$ cat config.mk
export PLATFORM = sky130hd
export DESIGN_NAME = sixteen_bit_timer_counter
export DESIGN_NICKNAME = d
export VERILOG_FILES = /design/src/hw/timer_counter_pkg.sv /design/src/hw/sixteen_bit_timer_counter.sv
export VERILOG_INCLUDE_DIRS = /design/src /design/src/hw
export SDC_FILE = /design/constraint.sdc
export NUM_CORES = 1
export LEC_CHECK = 0
export ABC_CLOCK_PERIOD_IN_PS = 2200
export BUFFER_PORTS_ARGS = -buffer_cell sky130_fd_sc_hd__buf_2
export CORE_AREA = 2 2 90 92
export CTS_CLUSTER_SIZE = 40
export DETAILED_ROUTE_END_ITERATION = 8
export DIE_AREA = 0 0 92 94
export PLACE_DENSITY_LB_ADDON = 0.15
export SLEW_MARGIN = 20
export SYNTH_ARGS = -nofsm -noshare
export SYNTH_HDL_FRONTEND = slang
export SYNTH_SLANG_ARGS = --single-unit
$ cat constraint.sdc
create_clock -name pclk -period 2.2 [get_ports pclk]
set_input_delay 0.11 -clock pclk [delete_from_list [all_inputs] [get_ports pclk]]
set_output_delay 0.11 -clock pclk [all_outputs]
set_load 0.02 [all_outputs]
$ cat src/hw/timer_counter_params.svh
`ifndef TIMER_COUNTER_PARAMS_SVH
`define TIMER_COUNTER_PARAMS_SVH

// ============================================================
// Register byte offsets
`define OFS_COUNTER_CONTROL 12'h000
`define OFS_COUNT_LOW_BYTE 12'h004
`define OFS_COUNT_HIGH_BYTE 12'h008
`define OFS_IRQ_STATUS 12'h00c
`define OFS_IRQ_MASK 12'h010

// ============================================================
// Control register fields
`define BIT_WIDE_ACCESS_ENABLE 7
`define BIT_PRESCALE_HI 5
`define BIT_PRESCALE_LO 4
`define BIT_CAPTURE_TIMEBASE_SELECT 3
`define BIT_EXT_SYNC_DISABLE 2
`define BIT_CLOCK_SOURCE_SELECT 1
`define BIT_COUNTER_ON 0
`define CONTROL_WRITE_MASK 8'hbf
`define CONTROL_RESET 8'h00

// ============================================================
// Interrupt fields and reset values
`define BIT_OVERFLOW_FLAG 0
`define IRQ_RESET 1'h0
`define COUNT_RESET 16'h0000
`define COUNT_MAX 16'hffff

// ============================================================
// Timing: instruction cycle is four oscillator (pclk) cycles
`define INSTR_DIV 3'h4

`endif

$ cat src/hw/timer_counter_pkg.sv
package timer_counter_pkg;

    // Prescale select codes of the counting clock
    typedef enum logic [1:0] {
        PRESCALE_1 = 2'b00,
        PRESCALE_2 = 2'b01,
        PRESCALE_4 = 2'b10,
        PRESCALE_8 = 2'b11
    } prescale_t;

endpackage

$ cat src/hw/sixteen_bit_timer_counter.sv
`timescale 1ns/1ps
`default_nettype none
`include "timer_counter_params.svh"

module sixteen_bit_timer_counter (
    input wire logic pclk,
    input wire logic presetn,
    input wire logic psel,
    input wire logic penable,
    input wire logic pwrite,
    input wire logic [11:0] paddr,
    input wire logic [31:0] pwdata,
    output logic [31:0] prdata,
    output logic pready,
    output logic pslverr,
    input wire logic ext_clock_pin,
    input wire logic aux_osc_clk,
    input wire logic aux_osc_enable,
    input wire logic special_event_trigger,
    input wire logic [1:0] osc_pins_in,
    input wire logic [1:0] port_a_direction,
    output logic [1:0] osc_pins_read,
    output logic [1:0] osc_pins_dir_eff,
    output logic osc_pins_input_en,
    output logic [15:0] count_value,
    output logic capture_timebase_select,
    output logic irq
);

    // ========================================================
    // Registers and decode
    logic [7:0] counter_control_reg, high_buffer_reg;
    logic [15:0] count_reg;
    logic [0:0] irq_status_reg, irq_mask_reg;
    logic [2:0] presc_reg, instr_div_reg;
    logic [31:0] prdata_reg;
    logic pready_reg, pslverr_reg, irq_reg, osc_inen_reg, fall_seen_reg;
    logic [1:0] osc_read_reg, osc_dir_reg;
    logic sync1_reg, sync2_reg, sync3_reg, async1_reg, async2_reg;

    logic wide_mode, source_ext, sync_off, counter_on;
    timer_counter_pkg::prescale_t prescale_sel;
    logic access, done, wr_done, rd_start, addr_hit;
    logic wr_low, wr_high, wr_count, rd_low, trig;
    logic ext_in, ext_rise, ext_fall, instr_tick, src_tick;
    logic [2:0] presc_limit;
    logic presc_hit, count_tick, overflow_event;
    logic [31:0] rd_value;

    assign wide_mode = counter_control_reg[`BIT_WIDE_ACCESS_ENABLE];
    assign source_ext = counter_control_reg[`BIT_CLOCK_SOURCE_SELECT];
    assign sync_off = counter_control_reg[`BIT_EXT_SYNC_DISABLE];
    assign counter_on = counter_control_reg[`BIT_COUNTER_ON];
    assign prescale_sel = timer_counter_pkg::prescale_t'(
        counter_control_reg[`BIT_PRESCALE_HI:`BIT_PRESCALE_LO]);

    // One wait state: read data is latched in the first access cycle
    assign access = psel && penable;
    assign done = access && pready_reg;
    assign wr_done = done && pwrite;
    assign rd_start = access && !pready_reg && !pwrite;
    assign addr_hit = (paddr == `OFS_COUNTER_CONTROL) ||
                      (paddr == `OFS_COUNT_LOW_BYTE) ||
                      (paddr == `OFS_COUNT_HIGH_BYTE) ||
                      (paddr == `OFS_IRQ_STATUS) ||
                      (paddr == `OFS_IRQ_MASK);
    assign wr_low = wr_done && (paddr == `OFS_COUNT_LOW_BYTE);
    assign wr_high = wr_done && (paddr == `OFS_COUNT_HIGH_BYTE);
    assign wr_count = wr_low || (wr_high && !wide_mode);
    assign rd_low = rd_start && (paddr == `OFS_COUNT_LOW_BYTE);
    assign trig = special_event_trigger && capture_timebase_select;

    // ========================================================
    // APB slave
    always_comb begin
        rd_value = 32'h0000_0000;
        unique case (paddr)
            `OFS_COUNTER_CONTROL: rd_value[7:0] = counter_control_reg;
            `OFS_COUNT_LOW_BYTE: rd_value[7:0] = count_reg[7:0];
            `OFS_COUNT_HIGH_BYTE: begin
                if (wide_mode) begin
                    rd_value[7:0] = high_buffer_reg;
                end else begin
                    rd_value[7:0] = count_reg[15:8];
                end
            end
            `OFS_IRQ_STATUS: rd_value[0] = irq_status_reg[0];
            `OFS_IRQ_MASK: rd_value[0] = irq_mask_reg[0];
            default: rd_value = 32'h0000_0000;
        endcase
    end

    always_ff @(posedge pclk or negedge presetn) begin
        if (!presetn) begin
            pready_reg <= 1'b0;
            pslverr_reg <= 1'b0;
            prdata_reg <= 32'h0000_0000;
        end else if (access && !pready_reg) begin
            pready_reg <= 1'b1;
            pslverr_reg <= !addr_hit;
            if (!pwrite) begin
                prdata_reg <= rd_value;
            end
        end else begin
            pready_reg <= 1'b0;
            pslverr_reg <= 1'b0;
        end
    end

    always_ff @(posedge pclk or negedge presetn) begin
        if (!presetn) begin
            counter_control_reg <= `CONTROL_RESET;
        end else if (wr_done && paddr == `OFS_COUNTER_CONTROL) begin
            counter_control_reg <= pwdata[7:0] & `CONTROL_WRITE_MASK;
        end
    end

    always_ff @(posedge pclk or negedge presetn) begin
        if (!presetn) begin
            irq_mask_reg <= `IRQ_RESET;
        end else if (wr_done && paddr == `OFS_IRQ_MASK) begin
            irq_mask_reg[0] <= pwdata[`BIT_OVERFLOW_FLAG];
        end
    end

    // ========================================================
    // High-byte buffer
    always_ff @(posedge pclk or negedge presetn) begin
        if (!presetn) begin
            high_buffer_reg <= 8'h00;
        end else if (wide_mode && rd_low) begin
            high_buffer_reg <= count_reg[15:8];
        end else if (wide_mode && wr_high) begin
            high_buffer_reg <= pwdata[7:0];
        end
    end

    // ========================================================
    // Clock sources
    always_ff @(posedge pclk or negedge presetn) begin
        if (!presetn) begin
            instr_div_reg <= 3'h0;
        end else if (instr_div_reg == `INSTR_DIV - 3'h1) begin
            instr_div_reg <= 3'h0;
        end else begin
            instr_div_reg <= instr_div_reg + 3'h1;
        end
    end
    assign instr_tick = (instr_div_reg == `INSTR_DIV - 3'h1);

    // Aux oscillator takes over the external input when enabled
    assign ext_in = aux_osc_enable ? aux_osc_clk : ext_clock_pin;

    always_ff @(posedge pclk or negedge presetn) begin
        if (!presetn) begin
            sync1_reg <= 1'b0;
            sync2_reg <= 1'b0;
            sync3_reg <= 1'b0;
            async1_reg <= 1'b0;
            async2_reg <= 1'b0;
        end else begin
            sync1_reg <= ext_in;
            sync2_reg <= sync1_reg;
            sync3_reg <= sync2_reg;
            async1_reg <= ext_in;
            async2_reg <= async1_reg;
        end
    end

    // Unsynchronised path uses one register stage in place of the two-stage synchroniser
    always_comb begin
        if (sync_off) begin
            ext_rise = async1_reg && !async2_reg;
            ext_fall = !async1_reg && async2_reg;
        end else begin
            ext_rise = sync2_reg && !sync3_reg;
            ext_fall = !sync2_reg && sync3_reg;
        end
    end

    always_ff @(posedge pclk or negedge presetn) begin
        if (!presetn) begin
            fall_seen_reg <= 1'b0;
        end else if (!source_ext) begin
            fall_seen_reg <= 1'b0;
        end else if (ext_fall) begin
            fall_seen_reg <= 1'b1;
        end
    end

    always_comb begin
        if (source_ext) begin
            src_tick = ext_rise && fall_seen_reg;
        end else begin
            src_tick = instr_tick;
        end
    end

    // ========================================================
    // Prescaler
    always_comb begin
        unique case (prescale_sel)
            timer_counter_pkg::PRESCALE_1: presc_limit = 3'h0;
            timer_counter_pkg::PRESCALE_2: presc_limit = 3'h1;
            timer_counter_pkg::PRESCALE_4: presc_limit = 3'h3;
            timer_counter_pkg::PRESCALE_8: presc_limit = 3'h7;
        endcase
    end
    assign presc_hit = (presc_reg == presc_limit);
    assign count_tick = counter_on && src_tick && presc_hit;

    always_ff @(posedge pclk or negedge presetn) begin
        if (!presetn) begin
            presc_reg <= 3'h0;
        end else if (wr_low) begin
            presc_reg <= 3'h0;
        end else if (counter_on && src_tick) begin
            presc_reg <= presc_hit ? 3'h0 : presc_reg + 3'h1;
        end
    end

    // ========================================================
    // Counter
    assign overflow_event = count_tick && !wr_count && !trig &&
                            (count_reg == `COUNT_MAX);

    always_ff @(posedge pclk or negedge presetn) begin
        if (!presetn) begin
            count_reg <= `COUNT_RESET;
        end else if (wr_low) begin
            count_reg[7:0] <= pwdata[7:0];
            if (wide_mode) begin
                count_reg[15:8] <= high_buffer_reg;
            end
        end else if (wr_high && !wide_mode) begin
            count_reg[15:8] <= pwdata[7:0];
        end else if (trig) begin
            count_reg <= `COUNT_RESET;
        end else if (count_tick) begin
            count_reg <= count_reg + 16'h0001;
        end
    end

    // ========================================================
    // Interrupts: set wins over write-one-clear
    always_ff @(posedge pclk or negedge presetn) begin
        if (!presetn) begin
            irq_status_reg <= `IRQ_RESET;
        end else if (overflow_event) begin
            irq_status_reg[0] <= 1'b1;
        end else if (wr_done && paddr == `OFS_IRQ_STATUS &&
                     pwdata[`BIT_OVERFLOW_FLAG]) begin
            irq_status_reg[0] <= 1'b0;
        end
    end

    always_ff @(posedge pclk or negedge presetn) begin
        if (!presetn) begin
            irq_reg <= 1'b0;
        end else begin
            irq_reg <= irq_status_reg[0] && irq_mask_reg[0];
        end
    end

    // ========================================================
    // Oscillator pin handling
    always_ff @(posedge pclk or negedge presetn) begin
        if (!presetn) begin
            osc_read_reg <= 2'h0;
            osc_dir_reg <= 2'h0;
            osc_inen_reg <= 1'b0;
        end else begin
            osc_read_reg <= aux_osc_enable ? 2'h0 : osc_pins_in;
            osc_dir_reg <= aux_osc_enable ? 2'h0 : port_a_direction;
            osc_inen_reg <= !aux_osc_enable;
        end
    end

    assign prdata = prdata_reg;
    assign pready = pready_reg;
    assign pslverr = pslverr_reg;
    assign osc_pins_read = osc_read_reg;
    assign osc_pins_dir_eff = osc_dir_reg;
    assign osc_pins_input_en = osc_inen_reg;
    assign count_value = count_reg;
    assign capture_timebase_select =
        counter_control_reg[`BIT_CAPTURE_TIMEBASE_SELECT];
    assign irq = irq_reg;
endmodule

`default_nettype wire

==> impl_metrics.tcl <==
set metrics [dict create \
    status "finished, violations left" \
    failed_checks "negative setup slack" \
    synth_edf_count 0 \
    endpoint_kind "register" \
    final_area_mm2 0.00447 \
    path_class "register to register" \
    via_per_inst 5.57 \
    fin_crit_sh 1.02 \
    yosys_most_used_dff "dfrtp_1" \
    p_leak_nw 2.15 \
    hp-class "primary input to register" \
    cts.htree.levels 3 \
    die_y_um 94 \
    p_per_area_mw_per_mm2 550 \
    finalCriticalPeriod_ns 2.24 \
    n_antenna_cell 0 \
    grt_pass1_wl_um 15800 \
    p_total_mw 2.46 \
    synthTopCellsByCount "59 x dfrtp_1, 33 x nand2_1, 30 x mux2_2, 26 x buf_4, 22 x o21ai_0" \
    ys_types 61 \
    ir_worst_vdd_mv 0.316 \
    startpoint "counter_control_reg[5]$_DFFE_PN0P_" \
    clock_sinks 59 \
    r2r_setup_slack_ns -0.04 \
    dr.pass1.iters 6 \
    cts_root_buf "clkbuf_8" \
    dieWidth_um 92 \
    clk_pin_slew_ns 0.07 \
    arrival_ns 2.53 \
    place_inst 542 \
    drv_cap 0 \
    cts_tree "yes" \
    syn_to_final_growth_pct 29.6 \
    yosys-top-cells-area "dfrtp_1 43%, mux2_2 9.8%, buf_4 5.7%" \
    crit_end "count_value[13]$_DFFE_PN0P_" \
    fin_util 0.588 \
    design.die.area_mm2 0.00865 \
    layout.nets 523 \
    via_count 3174 \
    timing.final.ws_setup_ns -0.0389 \
    ys_seq_elements 59 \
    cts_buffer_depth 2 \
    synth_top_cell_area_share 0.428 \
    synthArstFlopShare 1.00 \
    num_io_pins 114 \
    yosysSeqAreaShare 0.428 \
    syn_area_mm2 0.00345 \
    drt_iter0_drc 271 \
    skew_ns 0.0103 \
    worstSkewPairLatency_ns 0.35 \
    grt_overflow 0 \
    r2r_start "counter_control_reg[5]$_DFFE_PN0P_" \
    post-route-drc-count 0 \
    yosysTopAreaCell "dfrtp_1" \
    port_buffers 65 \
    ant_nets 0 \
    place_area_mm2 0.00409 \
    rsz0062_at_grt "yes" \
    yosysMostFrequentCell "dfrtp_1" \
    start_util 0.454 \
    startpoint_type "register" \
    core_area_mm2 0.00761 \
    worstRegToRegCells 6 \
    wl_um 9980 \
    yosysWarnings 0 \
    drive_gt1_frac 0.372 \
    worstReg2RegEnd "count_value[13]$_DFFE_PN0P_" \
    netlist_instances 346 \
    grt_max_degree 23 \
    grt_usage 0.240 \
    routabilityCongestion 0.936 \
    hold_viol 0 \
    critPathMaxFanout 3 \
    timing.fmax_mhz 447 \
    drv_slew 0 \
    wl_per_cell_um 17.5 \
    dp_worst_setup_slack_ns -0.0255 \
    grt_pass1_vias 2993 \
    largest_reg_flops 16 \
    syn_area_per_cell_um2 9.98 \
    fin_cells 570 \
    setup_viol 1 \
    antenna_found_initial 0 \
    hpwl_um 7350 \
    cts_made_buffers 9 \
    num_rows 32 \
    required_ns 2.49 \
]
-- area by class of cell --
class	instances	area [um^2]
clock inverters	5	85.1
clock buffers	11	151
multi-input cells	267	1830
inverters	5	18.8
well taps	102	128
repair buffers	121	787
fillers	705	3130
flip-flops and latches	59	1480
-- routing by layer --
| metal | up-vias | global-route usage | share of wire |
|---|---|---|---|
| li1 | 1486 | - | - |
| met1 | 1541 | 0.324 | 0.43 |
| met2 | 127 | 0.373 | 0.47 |
| met3 | 20 | 0.0618 | 0.074 |
| met4 | 0 | 0.0908 | 0.018 |
| met5 | - | 0 | 0 |
-- power breakdown --
part	total [mW]	internal, mW	switching, mW
Sequential	1.10	1.10	0.00611
Combinational	0.179	0.0624	0.116
Clock	1.18	0.703	0.476
Total	2.46	1.86	0.599
-- worst min path at each step --
stage              start                                  to  slack [ns]  depth (start not counted)
6_report       pwdata[2]         count_value[10]$_DFFE_PN0P_        0.04                          2
5_1_grt        pwdata[2]  counter_control_reg[2]$_DFFE_PN0P_        0.04                          2
4_1_cts        pwdata[2]         count_value[10]$_DFFE_PN0P_        0.03                          2
3_5_place_dp     presetn          instr_div_reg[2]$_DFF_PN0_        0.04                          1
3_3_place_gp     presetn          instr_div_reg[0]$_DFF_PN0_        0.04                          1
2_1_floorplan    presetn                async1_reg$_DFF_PN0_       -0.19                          0
-- layout by cell type, fill, tap and decap left out, types with 4 or more instances in the layout --
cell / count
a21oi_1: 18
a222oi_1: 5
a22oi_1: 7
a31oi_1: 7
and3_1: 7
and4_1: 4
buf_2: 65
buf_4: 44
clkbuf_8: 11
conb_1: 24
dfrtp_1: 59
dlygate4sd3_1: 10
inv_1: 5
mux2_2: 30
nand2_1: 33
nand3_1: 8
nand4_1: 7
nor2_1: 17
nor2b_1: 8
o21ai_0: 22
o22ai_1: 4
-- critical path: stages, from the launching register on --
cell and delay, ns:
dfrtp_1 0.38, or4_1 0.52, a21o_1 0.21, a22o_1 0.27
or4_1 0.49, a21oi_1 0.18, a221o_1 0.14
-- stage by stage --
| stage | hold slack [ns] | setup TNS, ns |
|---|---|---|
| 3_5_place_dp | 0.0432 | -0.117 |
| 4_1_cts | 0.0252 | 0 |
| 3_3_place_gp | 0.0423 | -0.0294 |
| 6_report | 0.0352 | -0.0389 |
| 5_1_grt | 0.0365 | -0.104 |
| 2_1_floorplan | -0.186 | 0 |
-- timing repair --
action | in CTS | in global routing
endpoints found under the setup margin | 1 | 15
endpoints found under the hold margin | 21 | 0
hold buffers | 10 | 0
setup buffers | 0 | 2
gates resized for setup | 0 | 6
pin swaps | 3 | 5
-- logic make-up after synthesis --
kind of cell             share of synthesized area
AND/OR/NAND/NOR                              0.190
AO/OA/AOI/OAI                                0.188
flip-flops                                   0.428
buffers and inverters                       0.0768
multiplexers                                 0.101
adder cells (fa/ha/maj)                     0.0109
XOR/XNOR                                   0.00508
other                                      0.00109
Power figures use the tool's default switching activity.
